### config.mk
export PLATFORM = sky130hd
export DESIGN_NAME = adc_ctrl_top
export DESIGN_NICKNAME = d
export VERILOG_FILES = /design/src/adc_ctrl_pkg.sv /design/src/warmup_if.sv /design/src/adc_ctrl_top.sv /design/src/warmup_counter.sv
export SDC_FILE = /design/constraint.sdc
export NUM_CORES = 1
export LEC_CHECK = 0
export BUFFER_PORTS_ARGS = -buffer_cell sky130_fd_sc_hd__buf_2
export CORE_MARGIN = 10
export CORE_UTILIZATION = 47
export DETAILED_ROUTE_END_ITERATION = 10
export HOLD_SLACK_MARGIN = 0.05
export PLACE_DENSITY = 0.65
export SETUP_SLACK_MARGIN = 0.5
export SLEW_MARGIN = 25
export SYNTH_ARGS = -nofsm -noshare
export SYNTH_HDL_FRONTEND = slang
export SYNTH_SLANG_ARGS = --single-unit
### constraint.sdc
create_clock -name core_clk_i -period 3.75 [get_ports core_clk_i]
set_input_delay 0.75 -clock core_clk_i [delete_from_list [all_inputs] [get_ports core_clk_i]]
set_output_delay 0.75 -clock core_clk_i [all_outputs]
set_load 0.02 [all_outputs]
### src/adc_ctrl_pkg.sv
// package of register offsets, field positions, reset values and decodes
// for the converter control block; used by the top and the warm-up counter.
// assumes 32-bit apb data with one register per aligned word.
package adc_ctrl_pkg;

  // register byte offsets
  localparam logic [7:0] trig_sens_off   = 8'h00; // trigger sensitivity
  localparam logic [7:0] timing_off      = 8'h04; // dedicated timing
  localparam logic [7:0] warmup_off      = 8'h08; // analog warm-up control
  localparam logic [7:0] dma_ctrl_off    = 8'h0c; // dma and format control
  localparam logic [7:0] result_off      = 8'h10; // channel 0 result word

  // trigger sensitivity fields
  localparam int          trig_lvl_lsb   = 0;
  localparam int          trig_cnt       = 8;
  localparam logic [7:0]  trig_rst       = 8'h00;

  // timing fields
  localparam int          res_lsb        = 24;
  localparam int          save_bit       = 23;
  localparam int          div_lsb        = 16;
  localparam int          samc_lsb       = 0;
  localparam logic [1:0]  res_rst        = 2'h3;
  localparam logic [6:0]  div_rst        = 7'h00;
  localparam logic [9:0]  samc_rst       = 10'h000;

  // warm-up fields
  localparam int          code_lsb       = 24;
  localparam int          ien_shared_bit = 23;
  localparam int          ien_ded_bit    = 16;
  localparam int          rdy_shared_bit = 15;
  localparam int          rdy_ded_bit    = 8;
  localparam int          en_shared_bit  = 7;
  localparam int          en_ded_bit     = 0;
  localparam logic [3:0]  code_rst       = 4'h0;

  // dma and format control fields
  localparam int          dma_en_bit     = 31;
  localparam int          fractional_format_select_bit      = 0;

  // result layout, warm-up exponent floor and warm-up counter width
  localparam int          result_w       = 12;
  localparam int          fractional_format_select_lsb      = 20;
  localparam logic [3:0]  min_exp        = 4'h4;
  localparam int          warm_cnt_w     = 16;

  // conversion sequencer states
  typedef enum logic [1:0] {
    conv_idle,
    conv_sample,
    conv_wait
  } conv_state_type;

  // codes up to four all mean two to the fourth clocks
  function automatic logic [3:0] warmup_exponent(input logic [3:0] code);
    warmup_exponent = (code < min_exp) ? min_exp : code;
  endfunction : warmup_exponent

  // keep the top bits that the resolution covers, zero the rest
  function automatic logic [11:0] res_mask(input logic [1:0] sel);
    case (sel)
      2'h3:    res_mask = 12'hfff; // 12 bits
      2'h2:    res_mask = 12'hffc; // 10 bits
      2'h1:    res_mask = 12'hff0; // 8 bits
      default: res_mask = 12'hfc0; // 6 bits
    endcase
  endfunction : res_mask

endpackage : adc_ctrl_pkg

### src/warmup_if.sv
// carrier between the top and one warm-up counter.
// assumes both ends share core_clk_i; tick marks one converter clock.
`timescale 1ns/100ps
interface warmup_if;
  logic       enable; // analog enable bit
  logic       tick;   // one converter clock period elapsed
  logic [3:0] code;   // shared warm-up count code
  logic       ready;  // warm-up elapsed

  modport ctrl (output enable, output tick, output code, input ready);
  modport cnt  (input enable, input tick, input code, output ready);
endinterface : warmup_if

### src/adc_ctrl_top.sv
// converter control: apb registers, trigger sensitivity, dedicated
// converter timing and result formatting, warm-up sequencing.
// assumes an apb master on core_clk_i and converter cores whose inputs
// are synchronous to core_clk_i; the shared converter supplies a tick.
//
// Implementation choices: the placing of the registers and register access over APB.
`timescale 1ns/100ps

// Behaviour
// - set bit level triggers, clear bit edge
// - sensitivity bits reset to zero
// - resolution code selects 12/10/8/6 bits
// - result left in 12 bits, low bits zeroed
// - save bit plus dma enable writes channel 0
// - save bit clear means no dma write
// - divisor field divides control clock
// - sample time counted in divided clocks
// - conversions wait for warm-up to elapse
// - one warm-up code, counted per converter
// - codes to four give 16, else 2^n
// - shared wake irq follows ready and enable
// - dedicated wake irq follows ready and enable
// - shared ready set after warm-up count
// - shared ready cleared when enable clears
// - alternate input result lands in primary register
// - result read uses current fractional format
// - unimplemented bits read zero, ignore writes
// - enable bit powers analog, starts warm-up
// - dedicated ready set after count, cleared
// - dma disabled holds dma logic reset
module adc_ctrl_top #(
  parameter int MAX_EXP = 15 // warm-up exponent clamp for simulation
) (
  input  wire logic        core_clk_i,       // control clock, 250 mhz
  input  wire logic        arst_n_i,         // async reset, active low
  input  wire logic        ce_i,             // clock enable
  input  wire logic        psel,             // apb select
  input  wire logic        penable,          // apb access phase
  input  wire logic        pwrite,           // apb direction
  input  wire logic [7:0]  paddr,            // apb byte address
  input  wire logic [31:0] pwdata,           // apb write data
  output logic      [31:0] prdata,           // apb read data
  output logic             pready,           // apb ready
  output logic             pslverr,          // apb error, unmapped
  input  wire logic [7:0]  trigger_i,        // per-input triggers
  output logic      [7:0]  trigger_fire_o,   // conversion requests
  input  wire logic        shared_tick_i,    // shared converter clock
  input  wire logic        alt_input_i,      // alternate input in use
  input  wire logic [11:0] conv_result_i,    // raw converter result
  input  wire logic        conv_valid_i,     // raw result valid
  output logic             conv_tick_o,      // divided conversion clock
  output logic             sampling_o,       // dedicated sampling
  output logic             conv_start_o,     // dedicated convert pulse
  output logic             ded_power_o,      // dedicated analog power
  output logic             shared_power_o,   // shared analog power
  output logic             ded_wake_irq_o,   // dedicated wake interrupt
  output logic             shared_wake_irq_o,// shared wake interrupt
  output logic             dma_reset_o,      // dma logic held in reset
  output logic             dma_write_o,      // dma write pulse
  output logic      [15:0] dma_data_o        // dma write data
);

  if (MAX_EXP < 4 || MAX_EXP > 15) begin : bad_exp
    $error("adc_ctrl_top: MAX_EXP must lie in 4..15");
  end

  // software-visible control state
  logic [7:0]  trigger_level_select_q;          // per-input sensitivity
  logic [1:0]  resolution_select_q;             // conversion width
  logic        channel0_dma_save_enable_q;      // channel 0 dma save
  logic [6:0]  conversion_clock_divisor_q;      // clock divisor
  logic [9:0]  sample_time_count_q;             // sample time in ticks
  logic [3:0]  warmup_count_code_q;             // shared warm-up code
  logic        shared_conv_wake_irq_enable_q;   // shared irq enable
  logic        dedicated_conv_wake_irq_enable_q;// dedicated irq enable
  logic        dma_interface_enable_q;          // global dma enable
  logic        fractional_format_select_q;      // fractional read format
  logic [11:0] conversion_result_word_q;        // channel 0 result

  // apb and datapath state
  logic [31:0] rdata_d;       // read mux
  logic        err_d;         // unmapped address
  logic        wr_en;         // write takes effect this edge
  logic        acc;           // access phase
  logic [7:0]  trig_prev_q;   // triggers last cycle
  logic [7:0]  fire_d;        // requests this cycle
  logic [6:0]  div_cnt_q;     // divider count
  logic        tick_d;        // divider reaches its end
  logic [9:0]  samp_cnt_q;    // sample ticks counted
  adc_ctrl_pkg::conv_state_type state_q; // sequencer state

  warmup_if ded_wu ();    // dedicated converter warm-up
  warmup_if shared_wu (); // shared converter warm-up

  // decode of the register map
  function automatic logic mapped(input logic [7:0] a);
    mapped = (a == adc_ctrl_pkg::trig_sens_off) ||
             (a == adc_ctrl_pkg::timing_off)    ||
             (a == adc_ctrl_pkg::warmup_off)    ||
             (a == adc_ctrl_pkg::dma_ctrl_off)  ||
             (a == adc_ctrl_pkg::result_off);
  endfunction : mapped

  assign acc   = psel && penable;
  assign wr_en = ce_i && acc && pready && pwrite && mapped(paddr);

  // read mux; fields not listed read as zero
  always_comb begin
    rdata_d = 32'h0000_0000;
    err_d   = !mapped(paddr);
    if (paddr == adc_ctrl_pkg::trig_sens_off) begin
      rdata_d[7:0] = trigger_level_select_q;
    end else if (paddr == adc_ctrl_pkg::timing_off) begin
      rdata_d[adc_ctrl_pkg::res_lsb +: 2] = resolution_select_q;
      rdata_d[adc_ctrl_pkg::save_bit]     = channel0_dma_save_enable_q;
      rdata_d[adc_ctrl_pkg::div_lsb +: 7] = conversion_clock_divisor_q;
      rdata_d[adc_ctrl_pkg::samc_lsb +: 10] = sample_time_count_q;
    end else if (paddr == adc_ctrl_pkg::warmup_off) begin
      rdata_d[adc_ctrl_pkg::code_lsb +: 4] = warmup_count_code_q;
      rdata_d[adc_ctrl_pkg::ien_shared_bit] = shared_conv_wake_irq_enable_q;
      rdata_d[adc_ctrl_pkg::ien_ded_bit] = dedicated_conv_wake_irq_enable_q;
      rdata_d[adc_ctrl_pkg::rdy_shared_bit] = shared_wu.ready;
      rdata_d[adc_ctrl_pkg::rdy_ded_bit]    = ded_wu.ready;
      rdata_d[adc_ctrl_pkg::en_shared_bit]  = shared_power_o;
      rdata_d[adc_ctrl_pkg::en_ded_bit]     = ded_power_o;
    end else if (paddr == adc_ctrl_pkg::dma_ctrl_off) begin
      rdata_d[adc_ctrl_pkg::dma_en_bit] = dma_interface_enable_q;
      rdata_d[adc_ctrl_pkg::fractional_format_select_bit]  = fractional_format_select_q;
    end else if (paddr == adc_ctrl_pkg::result_off) begin
      // format chosen at read time, so a format change shows at once
      if (fractional_format_select_q) begin
        rdata_d[adc_ctrl_pkg::fractional_format_select_lsb +: 12] =
          conversion_result_word_q;
      end else begin
        rdata_d[11:0] = conversion_result_word_q;
      end
    end
  end

  // apb answer: one wait state so that every output is a flop
  always_ff @(posedge core_clk_i or negedge arst_n_i) begin
    if (!arst_n_i) begin
      pready  <= 1'b0;
      prdata  <= 32'h0000_0000;
      pslverr <= 1'b0;
    end else if (ce_i) begin
      if (acc && !pready) begin
        pready  <= 1'b1;
        prdata  <= pwrite ? 32'h0000_0000 : rdata_d;
        pslverr <= err_d;
      end else begin
        pready  <= 1'b0;
        pslverr <= 1'b0;
      end
    end
  end

  // trigger sensitivity register
  always_ff @(posedge core_clk_i or negedge arst_n_i) begin
    if (!arst_n_i) begin
      trigger_level_select_q <= adc_ctrl_pkg::trig_rst;
    end else if (wr_en && paddr == adc_ctrl_pkg::trig_sens_off) begin
      trigger_level_select_q <= pwdata[7:0];
    end
  end

  // dedicated converter timing register
  always_ff @(posedge core_clk_i or negedge arst_n_i) begin
    if (!arst_n_i) begin
      resolution_select_q        <= adc_ctrl_pkg::res_rst;
      channel0_dma_save_enable_q <= 1'b0;
      conversion_clock_divisor_q <= adc_ctrl_pkg::div_rst;
      sample_time_count_q        <= adc_ctrl_pkg::samc_rst;
    end else if (wr_en && paddr == adc_ctrl_pkg::timing_off) begin
      resolution_select_q        <= pwdata[adc_ctrl_pkg::res_lsb +: 2];
      channel0_dma_save_enable_q <= pwdata[adc_ctrl_pkg::save_bit];
      conversion_clock_divisor_q <= pwdata[adc_ctrl_pkg::div_lsb +: 7];
      sample_time_count_q        <= pwdata[adc_ctrl_pkg::samc_lsb +: 10];
    end
  end

  // warm-up control; ready bits are not writable
  always_ff @(posedge core_clk_i or negedge arst_n_i) begin
    if (!arst_n_i) begin
      warmup_count_code_q              <= adc_ctrl_pkg::code_rst;
      shared_conv_wake_irq_enable_q    <= 1'b0;
      dedicated_conv_wake_irq_enable_q <= 1'b0;
      shared_power_o                   <= 1'b0;
      ded_power_o                      <= 1'b0;
    end else if (wr_en && paddr == adc_ctrl_pkg::warmup_off) begin
      warmup_count_code_q <= pwdata[adc_ctrl_pkg::code_lsb +: 4];
      shared_conv_wake_irq_enable_q <=
        pwdata[adc_ctrl_pkg::ien_shared_bit];
      dedicated_conv_wake_irq_enable_q <=
        pwdata[adc_ctrl_pkg::ien_ded_bit];
      shared_power_o <= pwdata[adc_ctrl_pkg::en_shared_bit];
      ded_power_o    <= pwdata[adc_ctrl_pkg::en_ded_bit];
    end
  end

  // dma and format control
  always_ff @(posedge core_clk_i or negedge arst_n_i) begin
    if (!arst_n_i) begin
      dma_interface_enable_q     <= 1'b0;
      fractional_format_select_q <= 1'b0;
    end else if (wr_en && paddr == adc_ctrl_pkg::dma_ctrl_off) begin
      dma_interface_enable_q     <= pwdata[adc_ctrl_pkg::dma_en_bit];
      fractional_format_select_q <= pwdata[adc_ctrl_pkg::fractional_format_select_bit];
    end
  end

  // warm-up counters; the dedicated one runs on the divided clock
  assign ded_wu.enable    = ded_power_o;
  assign ded_wu.tick      = tick_d;
  assign ded_wu.code      = warmup_count_code_q;
  assign shared_wu.enable = shared_power_o;
  assign shared_wu.tick   = shared_tick_i;
  assign shared_wu.code   = warmup_count_code_q;

  warmup_counter #(.MAX_EXP(MAX_EXP)) ded_cnt (
    .core_clk_i (core_clk_i),
    .arst_n_i   (arst_n_i),
    .ce_i       (ce_i),
    .wu         (ded_wu)
  );

  warmup_counter #(.MAX_EXP(MAX_EXP)) shared_cnt (
    .core_clk_i (core_clk_i),
    .arst_n_i   (arst_n_i),
    .ce_i       (ce_i),
    .wu         (shared_wu)
  );

  // wake interrupts are levels of ready gated by their enables
  always_ff @(posedge core_clk_i or negedge arst_n_i) begin
    if (!arst_n_i) begin
      ded_wake_irq_o    <= 1'b0;
      shared_wake_irq_o <= 1'b0;
    end else if (ce_i) begin
      ded_wake_irq_o    <= ded_wu.ready &&
                           dedicated_conv_wake_irq_enable_q;
      shared_wake_irq_o <= shared_wu.ready &&
                           shared_conv_wake_irq_enable_q;
    end
  end

  // per-input request: level repeats while high, edge fires once
  always_comb begin
    fire_d = (trigger_i & trigger_level_select_q) |
             (trigger_i & ~trig_prev_q & ~trigger_level_select_q);
  end

  always_ff @(posedge core_clk_i or negedge arst_n_i) begin
    if (!arst_n_i) begin
      trig_prev_q    <= 8'h00;
      trigger_fire_o <= 8'h00;
    end else if (ce_i) begin
      trig_prev_q    <= trigger_i;
      trigger_fire_o <= fire_d;
    end
  end

  // divider: a divisor of zero or one gives one tick per cycle
  assign tick_d = ({1'b0, div_cnt_q} + 8'h01 >=
                   {1'b0, conversion_clock_divisor_q});

  always_ff @(posedge core_clk_i or negedge arst_n_i) begin
    if (!arst_n_i) begin
      div_cnt_q   <= 7'h00;
      conv_tick_o <= 1'b0;
    end else if (ce_i) begin
      div_cnt_q   <= tick_d ? 7'h00 : div_cnt_q + 7'h01;
      conv_tick_o <= tick_d;
    end
  end

  // sequencer: wait for warm-up, sample, then convert
  always_ff @(posedge core_clk_i or negedge arst_n_i) begin
    if (!arst_n_i) begin
      state_q      <= adc_ctrl_pkg::conv_idle;
      samp_cnt_q   <= 10'h000;
      sampling_o   <= 1'b0;
      conv_start_o <= 1'b0;
    end else if (ce_i) begin
      conv_start_o <= 1'b0;
      case (state_q)
        adc_ctrl_pkg::conv_idle: begin
          samp_cnt_q <= 10'h000;
          // no conversion before the warm-up elapsed
          if (fire_d[0] && ded_power_o && ded_wu.ready) begin
            state_q    <= adc_ctrl_pkg::conv_sample;
            sampling_o <= 1'b1;
          end
        end
        adc_ctrl_pkg::conv_sample: begin
          if (tick_d) begin
            // zero sample time still samples for one tick
            if (samp_cnt_q + 10'h001 >= sample_time_count_q) begin
              state_q      <= adc_ctrl_pkg::conv_wait;
              sampling_o   <= 1'b0;
              conv_start_o <= 1'b1;
            end else begin
              samp_cnt_q <= samp_cnt_q + 10'h001;
            end
          end
        end
        adc_ctrl_pkg::conv_wait: begin
          // power loss abandons the conversion
          if (conv_valid_i || !ded_power_o) begin
            state_q <= adc_ctrl_pkg::conv_idle;
          end
        end
        default: begin
          state_q <= adc_ctrl_pkg::conv_idle;
        end
      endcase
    end
  end

  // result capture: alternate input results share the primary word
  always_ff @(posedge core_clk_i or negedge arst_n_i) begin
    if (!arst_n_i) begin
      conversion_result_word_q <= 12'h000;
    end else if (ce_i && conv_valid_i &&
                 state_q == adc_ctrl_pkg::conv_wait) begin
      conversion_result_word_q <= conv_result_i &
        adc_ctrl_pkg::res_mask(resolution_select_q);
    end
  end

  // dma side: held in reset while disabled, saves only with save bit
  always_ff @(posedge core_clk_i or negedge arst_n_i) begin
    if (!arst_n_i) begin
      dma_reset_o <= 1'b1;
      dma_write_o <= 1'b0;
      dma_data_o  <= 16'h0000;
    end else if (ce_i) begin
      dma_reset_o <= !dma_interface_enable_q;
      dma_write_o <= 1'b0;
      if (dma_interface_enable_q && channel0_dma_save_enable_q &&
          conv_valid_i && state_q == adc_ctrl_pkg::conv_wait) begin
        dma_write_o <= 1'b1;
        dma_data_o  <= {4'h0, conv_result_i &
                        adc_ctrl_pkg::res_mask(resolution_select_q)};
      end else if (!dma_interface_enable_q) begin
        dma_data_o <= 16'h0000;
      end
    end
  end

endmodule : adc_ctrl_top

### src/warmup_counter.sv
// warm-up counter for one converter: counts its own clocks after enable.
// assumes tick is a one-cycle pulse in the core clock domain.
`timescale 1ns/100ps
module warmup_counter #(
  parameter int MAX_EXP = 15 // exponent clamp, shortens simulation
) (
  input  wire logic core_clk_i, // control clock
  input  wire logic arst_n_i,   // async reset, active low
  input  wire logic ce_i,       // clock enable, freezes all state
  warmup_if.cnt     wu          // enable, tick, code, ready
);

  if (MAX_EXP < 4 || MAX_EXP > 15) begin : bad_exp
    $error("warmup_counter: MAX_EXP must lie in 4..15");
  end

  logic [adc_ctrl_pkg::warm_cnt_w-1:0] cnt_q;    // clocks counted
  logic                                en_prev_q; // enable last cycle
  logic                                ready_q;   // warm-up done
  logic [3:0]                          exp_w;     // decoded exponent
  logic [adc_ctrl_pkg::warm_cnt_w:0]   target_w;  // clocks to count

  // decode the shared code; clamp only for shortened runs
  always_comb begin
    exp_w = adc_ctrl_pkg::warmup_exponent(wu.code);
    if (exp_w > 4'(MAX_EXP)) begin
      exp_w = 4'(MAX_EXP);
    end
    target_w = (adc_ctrl_pkg::warm_cnt_w+1)'(1) << exp_w;
  end

  // count in converter clocks; a rising enable restarts from zero
  always_ff @(posedge core_clk_i or negedge arst_n_i) begin
    if (!arst_n_i) begin
      cnt_q     <= '0;
      en_prev_q <= 1'b0;
    end else if (ce_i) begin
      en_prev_q <= wu.enable;
      if (!wu.enable || !en_prev_q) begin
        cnt_q <= '0;
      end else if (wu.tick && !ready_q) begin
        cnt_q <= cnt_q + 1'b1;
      end
    end
  end

  // ready once the count is reached, dropped as soon as enable clears
  always_ff @(posedge core_clk_i or negedge arst_n_i) begin
    if (!arst_n_i) begin
      ready_q <= 1'b0;
    end else if (ce_i) begin
      if (!wu.enable || !en_prev_q) begin
        ready_q <= 1'b0;
      end else if (wu.tick &&
                   {1'b0, cnt_q} + 1'b1 >= target_w) begin
        ready_q <= 1'b1;
      end
    end
  end

  assign wu.ready = ready_q;

endmodule : warmup_counter

# Word level (Yosys, flattened, before mapping)
# Cells that the tools add are included.
dict set report classes {
  n_addsub 7
  n_lt_le_gt_ge 6
  n_eq_ne 15
  n_shift 1
  muxes 66
  bitwise 8
  n_reduce_logical 55
}
# cell count
set op_table {}
lappend op_table {{$mux W12} 11}
lappend op_table {{$mux W16} 6}
lappend op_table {{$add A16 B1 Y17 const B} 2}
lappend op_table {{$ge A17 B17 Y1} 2}
lappend op_table {{$add A16 B1 Y16 const B} 2}
lappend op_table {{$mux W32} 1}
lappend op_table {{$mux W10} 3}
lappend op_table {{$and A12 B12 Y12} 2}
lappend op_table {{$and A8 B8 Y8} 3}
lappend op_table {{$logic_and A1 B1 Y1} 23}
lappend op_table {{$mux W11} 2}
lappend op_table {{$pmux W10 S2} 1}
lappend op_table {{$mux W1} 18}
lappend op_table {{$mux W6} 3}
lappend op_table {{$pmux W6 S3} 1}
lappend op_table {{$mux W17} 1}
lappend op_table {{$shl A1 B4 Y17 const A} 1}
lappend op_table {{$eq A8 B4 Y1 const B} 2}
lappend op_table {{$mux W4} 4}
lappend op_table {{$not A8 Y8} 2}
lappend op_table {{$mux W2} 7}
lappend op_table {{$reduce_and A2 Y1} 6}
lappend op_table {{$add A10 B1 Y10 const B} 1}
lappend op_table {{$ge A10 B10 Y1} 1}
lappend op_table {{25 further kinds} 53}
dict set report totals {
  register_bits 178
  in_bits 69
  wordCells 193
}

# Longest topological paths before layout
# Gate-level depths: netlist (run 1).
dict set report depth {
  depth_word 11
  mapped_depth 14
  ltp_nobuf 14
}

# By module
# From an unflattened synthesis (run 1), not the netlist that was laid out.
dict set report unflattened {
  cells_unflattened 991
  area_unflattened_um2 9580.4
}
# mod instances cells_each area_each_um2
set modules_own_cells {}
lappend modules_own_cells {adc_ctrl_top 1 633 6536.3}
lappend modules_own_cells {{warmup_counter (ded_cnt)} 1 182 1550.2}
lappend modules_own_cells {{warmup_counter (shared_cnt)} 1 176 1493.9}

# Least setup slack after synthesis (run 1)
# Ideal clock, no wire load.
dict set report synth_timing {
  kind {register to register}
  start {register samp_cnt_q[0]}
  end {register samp_cnt_q[8]}
  setup_time_ns 0.120
  arrival_ns 2.880
  setup_slack_ns 0.750
  stages_incl_launch_ff 14
  cell_sequence {dfrtp_1 -> and3_1 -> nand3_1 -> nor2_1 -> nand3_1 -> xnor2_1 -> ha_1 -> a211o_1 -> a21oi_1 -> o211ai_1 -> a21oi_1 -> clkbuf_1 -> o21ai_0 -> a31o_2}
}
dict set report synth_via {
  elab_chain_len 4
  word_cells_on_any_way 7
  cone_classes {add/sub: 1; order compare: 1; eq/ne: 1; mux: 3; reduce/logical: 1}
}
# element line
set synth_rtl {}
lappend synth_rtl {{from (decl)} adc_ctrl_top.sv:89} ;# logic [9:0] samp_cnt_q;
lappend synth_rtl {{from (signal assigned)} adc_ctrl_top.sv:303} ;# samp_cnt_q <= samp_cnt_q + 10'h001;
lappend synth_rtl {{$add A10 B1 Y10 *} {adc_ctrl_top.sv:298, adc_ctrl_top.sv:303}}
lappend synth_rtl {{$ge A10 B10 Y1 or $mux W10 (tied branches)} adc_ctrl_top.sv:298} ;# if (samp_cnt_q + 10'h001 >= sample_time_count_q) begin
lappend synth_rtl {{$ne A2 B2 Y1 (no line) or $mux W10 (tied branches)} n/a}
lappend synth_rtl {{$reduce_and A4 Y1 (no line) or $pmux W10 S2 (tied branches)} n/a}
# Every way passes the cells marked *; elsewhere a longest branch is shown, timed or not. The select of a mux whose other input is x is not followed.
# A chain may end at the register's enable or synchronous reset.

# Worst setup path after layout (run 1)
dict set report layout_timing {
  start {register samp_cnt_q[0]}
  end {register samp_cnt_q[4]}
}
# The elaborated chain is that of the path after synthesis.

==> results of run 1 <==
[metrics by stage]
step | cells | area, sq um
after floorplan | 970 | 9270
after global placement | 1324 | 10100
after detailed placement | 1324 | 10100
after CTS | 1356 | 10700
after global routing | 1356 | 10800
final | 1357 | 10800
[sequential cells by signal (all words and copies together), names as in the netlist, 2 cells and up]
signal,cells
trigger_level_select_q,8
conversion_result_word_q,12
dma_data_o,12
trigger_fire_o,8
sample_time_count_q,10
ded_cnt.cnt_q,16
conversion_clock_divisor_q,7
div_cnt_q,7
ded_wu.code,4
samp_cnt_q,10
resolution_select_q,2
shared_cnt.cnt_q,16
prdata,29
state_q,2
trig_prev_q,8
[per-layer routing]
metal	track usage	wire length [um]	up-vias
met1	0.257	11500	3665
met3	0.0470	1380	28
li1	-	-	3649
met5	0	13	-
met4	0.0601	427	2
met2	0.294	11000	181
[synth_stat cells (9+ instances only)]
cell type,count,share of area
nand2_1,153,0.062
o211ai_1,13,0.011
a31oi_1,13,0.0088
xnor2_1,22,0.021
ha_1,51,0.069
nor3_1,10,0.0054
and2_1,9,0.0061
mux2_2,38,0.046
xor2_1,18,0.017
o31ai_1,11,0.0090
inv_1,45,0.018
o21ai_0,96,0.052
a22o_1,14,0.013
a211o_1,9,0.0085
clkbuf_1,35,0.014
nand3_1,33,0.018
and3_1,19,0.013
a21oi_1,30,0.016
a222oi_1,14,0.015
dfrtp_1,168,0.46
nor2_1,39,0.016
[worst max-delay path by stage]
stage | startpoint | end | slack, ns | cells after the start
global route | samp_cnt_q[0] | samp_cnt_q[4] | 0.51 | 12
global placement | paddr[1] | conversion_clock_divisor_q[5] | 0.60 | 7
detailed placement | paddr[1] | conversion_clock_divisor_q[5] | 0.56 | 7
floorplan | samp_cnt_q[0] | samp_cnt_q[8] | 0.75 | 13
finish | samp_cnt_q[0] | samp_cnt_q[4] | 0.70 | 12
CTS | samp_cnt_q[0] | samp_cnt_q[4] | 0.57 | 12
[final cells by class]
cell class	instances	area [sq um]	share of cell area
clock buffer	17	425	0.0395
inverter	47	176	0.0164
tap	265	332	0.0308
timing repair buffer	138	772	0.0717
sequential	171	4290	0.398
clock inverter	15	166	0.0154
multi-input combinational	703	4610	0.428
antenna	1	2.50	0.000232
[where the power goes]
part           total [mW]  internal, mW  switching [mW]  leakage [nW]
registers            2.05          1.93           0.116          2.33
logic               0.677         0.272           0.406          2.78
clock network        1.77         0.902           0.873         0.290
[worst max-delay path, stage by stage, from the launching register on]
cell      delay, ns
dfrtp_2        0.44
and3_1         0.20
nand3_1        0.20
nor2_4         0.21
xor2_1         0.21
ha_1           0.28
a211o_1        0.31
a21oi_2        0.15
o211ai_1       0.17
a21oi_1        0.22
buf_4          0.20
a21oi_1        0.08
a211o_1        0.26
[cells by family after synthesis]
family                     count (synthesis)  share of synthesized area
muxes                                     43                     0.0529
DFF                                      171                      0.464
AOI/OAI and AO/OA                        244                      0.172
other                                      2                   0.000814
xor gates and xnor gates                  40                     0.0380
adders and majority gates                 51                     0.0692
and+or+nand+nor                          312                      0.159
buffers and inverters                     96                     0.0442
==> results.py, run 1 <==
metrics = {
    "run_status": {
        "outcome": "completed",
    },
    "detailed_routing": {
        "drtIter0Drc": 462,
        "totalWireLength_um": 24300,
        "num_vias": 7525,
        "routed_via_density": 5.55,
        "drc": 0,
        "drtAntennaViolNets": 0,
        "avgRoutedWirePerCell_um": 17.9,
        "dr.pass1.iters": 5,
    },
    "timing": {
        "max_clock_freq_mhz": 327,
        "tns_ns": 0,
        "min_period_over_period": 0.814,
        "final_max_slew_viol_count": 0,
        "worst_slew_pin_slew_ns": 0.749,
        "final_hold_viol_count": 0,
        "finClkSkew_ns": 0.0121,
        "finalWorstSetupSlack_ns": 0.696,
        "grt_setup_unrepaired": "false",
        "setup_viol": 0,
        "hold_ws_ns": 0.349,
        "finalCriticalPeriod_ns": 3.05,
        "slew_headroom": 0.501,
    },
    "power": {
        "p_total_mw": 4.50,
        "cellLeakagePower_nw": 5.40,
        "powerDensity_mw_per_mm2": 418,
        "ir_drop_v": 0.000320,
    },
    "clocking": {
        "htree_levels": 4,
        "path_clk_slew_ns": 0.08,
        "cts.path.max_buffers": 2,
        "cts_made_buffers": 17,
        "clock_latency_ns": 0.44,
        "postCtsResizedCells": 0,
        "cts_setup_buffers": 0,
        "cts_tree": "done",
        "cts_sinks": 171,
        "ctsHoldBuffers": 0,
        "cts_root_buf": "clkbuf_16",
    },
    "logic_synthesis": {
        "ys_seq_elements": 171,
        "ys_seq_area_frac": 0.464,
        "syn_inst": 959,
        "synth-edff-count": 0,
        "synth_area_per_cell_sq_um": 9.62,
        "async_flop_share": 1.00,
        "syn_area_sq_mm": 0.00923,
        "dominantRegCellSynth": "dfrtp_1",
        "ys_warn_count": 0,
        "synth_cell_types": 66,
    },
    "setup_path": {
        "crit_fanout": 10,
        "cp-end-kind": "flop",
        "start_kind": "flop",
        "reg2regPathDepth": 12,
        "reg2reg_slack_ns": 0.70,
        "timing.rr.start": "samp_cnt_q[0]",
        "cp.arrival_ns": 3.37,
        "cp.required_ns": 4.07,
        "r2r-end": "samp_cnt_q[4]",
        "critical_path_class": "flop to flop",
    },
    "worst_hold_path": {
        "worstHoldPathType": "primary input to asynchronous set/reset pin",
    },
    "floorplanning": {
        "row_count": 51,
        "die_w_um": 160,
        "design.die.area_sq_mm": 0.0256,
        "initial_utilization": 0.476,
        "die_y_um": 160,
        "core_region_area_sq_mm": 0.0194,
        "boundaryPins": 136,
    },
    "cells_and_area": {
        "syn2layout_area_growth_pct": 16.8,
        "layout-drive-gt1-share": 0.218,
        "fin_util": 0.555,
        "layout_commonest_cell": "dfrtp_1",
        "final_cell_mix": "166 x dfrtp_1, 153 x nand2_1, 117 x buf_2, 96 x o21ai_0, 50 x ha_1",
        "nNetsFinal": 1198,
        "fill_cells": 1760,
    },
    "global_routing": {
        "grt_pass1_wl_um": 40000,
        "grt_pass1_vias": 7640,
        "grt_antenna_before_repair": 1,
        "grt_usage": 0.190,
        "grt-ovfl-total": 0,
        "grt_max_degree": 79,
    },
    "placed_design": {
        "port_buffers": 118,
        "dp_hpwl_um": 18100,
        "pre_cts_slack_ns": 0.561,
        "gp_congestion": 0.847,
    },
    "run": {
        "drv_cap": 0,
    },
}
Note: power is estimated with default switching activity, not from simulation.
==> run 2: changes to the inputs <==
==> constraint.sdc (replaced) <==
create_clock -name core_clk_i -period 3.1 [get_ports core_clk_i]
set_input_delay 0.62 -clock core_clk_i [delete_from_list [all_inputs] [get_ports core_clk_i]]
set_output_delay 0.62 -clock core_clk_i [all_outputs]
set_load 0.02 [all_outputs]
==> run 2 against run 1 <==
Compared with the run above: sequential share of layout area is 2.9 points lower; worst setup slack worse by 0.36 ns; clock skew shrank 0.00084 ns; combinational power rose by 76%; count of clock-buffer cells in the layout did not move; global-route usage is 0.53 points higher; via count increased by 5.1%; die area stayed put; first-iteration DRC count fell by 1.3%; sequential power rose by 20%; critical path type unchanged.
==> results.py, run 2 (synthesis gave the netlist of run 1 again) <==
metrics = {
    "timing": {
        "min_period_over_period": 0.892,
        "slew_headroom": 0.584,
        "final_hold_viol_count": 0,
        "worst_slew_pin_slew_ns": 0.615,
        "finalCriticalPeriod_ns": 2.76,
        "max_clock_freq_mhz": 362,
        "finalWorstSetupSlack_ns": 0.335,
        "grt_setup_unrepaired": "true",
        "final_max_slew_viol_count": 0,
        "setup_viol": 0,
        "tns_ns": 0,
        "finClkSkew_ns": 0.0112,
    },
    "setup_path": {
        "endpoint": "samp_cnt_q[4]",
        "startpoint": "samp_cnt_q[0]",
        "cp.required_ns": 3.42,
        "critPathMaxStageDelay_ns": 0.45,
        "crit_chain": "ha_4 > and3_4 > and3_4 > xor2_1 > ha_2 > a211o_1 > a21oi_2 > o211ai_1 > a21oi_4 > buf_6 > a21oi_1 > a211o_1",
        "critical_path_class": "flop to flop",
        "crit_fanout": 6,
        "cp-end-kind": "flop",
        "cp.arrival_ns": 3.08,
        "timing.rr.start": "samp_cnt_q[0]",
        "reg2reg_slack_ns": 0.34,
        "critical-path-slowest-cell": "dfrtp_2",
        "reg2regPathDepth": 12,
        "start_kind": "flop",
        "r2r-end": "samp_cnt_q[4]",
    },
    "floorplanning": {
        "boundaryPins": 136,
        "die_w_um": 160,
        "die_y_um": 160,
        "design.die.area_sq_mm": 0.0256,
        "initial_utilization": 0.476,
        "row_count": 51,
        "core_region_area_sq_mm": 0.0194,
    },
    "placed_design": {
        "port_buffers": 118,
        "pre_cts_slack_ns": 0.179,
        "numPlacedInstances": 1336,
        "gp_congestion": 0.858,
        "dp_hpwl_um": 18500,
    },
    "cells_and_area": {
        "fill_cells": 1680,
        "layout-drive-gt1-share": 0.311,
        "reg.largest.list": "prdata x29, ded_cnt.cnt_q x16, shared_cnt.cnt_q x16",
        "final_cell_mix": "159 x dfrtp_1, 149 x nand2_1, 117 x buf_2, 91 x o21ai_0, 74 x buf_4",
        "seqCellArea_sq_mm": 0.00429,
        "final_cell_count_no_fill": 1416,
        "top_register": "prdata",
        "nNetsFinal": 1257,
        "multiInputGateArea_sq_mm": 0.00498,
        "fin_util": 0.600,
        "largest_register_ffs": 29,
        "syn2layout_area_growth_pct": 26.1,
        "layout_commonest_cell": "dfrtp_1",
    },
    "run": {
        "drv_cap": 0,
    },
    "detailed_routing": {
        "drc": 0,
        "totalWireLength_um": 25700,
        "drtIter0Drc": 456,
        "dr.pass1.iters": 5,
        "routed_via_density": 5.59,
        "num_vias": 7910,
        "avgRoutedWirePerCell_um": 18.1,
        "drtAntennaViolNets": 0,
    },
    "global_routing": {
        "grt-ovfl-total": 0,
        "grt_max_degree": 55,
        "grt_antenna_before_repair": 2,
        "grt_pass1_wl_um": 41500,
        "grt_pass1_vias": 7769,
        "grt_usage": 0.196,
    },
    "clocking": {
        "cts.path.max_buffers": 2,
        "cts_tree": "done",
        "cts_root_buf": "clkbuf_16",
        "cts_sinks": 171,
        "path_clk_slew_ns": 0.08,
        "clock_latency_ns": 0.43,
        "cts_made_buffers": 17,
        "ctsHoldBuffers": 0,
        "htree_levels": 4,
    },
    "power": {
        "powerDensity_mw_per_mm2": 503,
        "clkPwrFrac": 0.378,
        "swShare": 0.309,
        "intPower_mw": 4.05,
        "comb_power_share": 0.203,
        "p_total_mw": 5.85,
        "ir_drop_v": 0.000388,
        "p_sw_mw": 1.81,
        "cellLeakagePower_nw": 5.78,
        "seqPwrFrac": 0.419,
    },
    "run_status": {
        "outcome": "completed",
    },
    "worst_hold_path": {
        "worstHoldPathType": "primary input to asynchronous set/reset pin",
    },
}
run 2: cell types whose count changed in the layout (fill, tap and decap cells not counted), moves of 5 or more:
cell / previous run / this run
o21ai_0: 96 / 91
ha_4: 0 / 5
a21oi_1: 28 / 23
nand3_1: 33 / 26
dfrtp_2: 2 / 9
buf_4: 18 / 74
nand3_2: 0 / 5
dfrtp_1: 166 / 159
and3_4: 0 / 7
ha_1: 50 / 43
and3_1: 19 / 12
run 2: worst min path at each step:
stage                        from                         end  slack [ns]  cells past startpoint
floorplan                arst_n_i  channel0_dma_save_enable_q        0.32                      0
global placement    dma_data_o[5]               dma_data_o[5]        0.46                      2
detailed placement  dma_data_o[5]               dma_data_o[5]        0.47                      2
CTS                      arst_n_i         shared_cnt.cnt_q[0]        0.14                      1
global route             arst_n_i         shared_cnt.cnt_q[0]        0.16                      1
finish                   arst_n_i         shared_cnt.cnt_q[0]        0.13                      1
run 2: layout make-up:
type / count / area share
inverters: 47 / 0.0152
repair buffers: 197 / 0.105
well taps: 265 / 0.0285
multi-input cells: 703 / 0.428
clock inverters: 15 / 0.0173
flip-flops and latches: 171 / 0.369
diodes: 1 / 0.000215
clock buffers: 17 / 0.0366
run 2: critical path: cells and delay by family (launching register included):
family / cells / cell delay, ns
xor+xnor: 1 / 0.15
simple gates: 2 / 0.38
compound gates: 6 / 1.18
buf+inv: 1 / 0.16
flops: 1 / 0.45
fa+ha+maj: 2 / 0.35
run 2: metal layers:
layer,global-route usage,part of all wire,vias up
met5,0,0.00051,-
met4,0.0467,0.011,2
met3,0.0581,0.070,17
met2,0.307,0.47,228
met1,0.260,0.45,3884
li1,-,-,3779
run 2: repair_timing:
item,4_1_cts,5_1_grt
gates resized for setup,41,41
endpoints found under the setup margin,23,25
cloned,1,0
buffers inserted,25,21
pin swaps,30,31
run 2: per-stage QoR:
stage	hold WS, ns	cell area (sq um)
3_3_place_gp	0.460	10300
2_1_floorplan	0.324	9350
5_1_grt	0.157	11600
6_report	0.127	11600
3_5_place_dp	0.468	10300
4_1_cts	0.142	11300
run 2: power groups by stage:
stage                     clock network, mW  logic [mW]  registers (mW)
after detailed placement                  0       0.870            2.48
after global placement                    0       0.858            2.48
final                                  2.21        1.19            2.45
after CTS                              2.26        1.07            2.45
after global routing                   2.36        1.29            2.47
after floorplan                           0       0.565            2.48
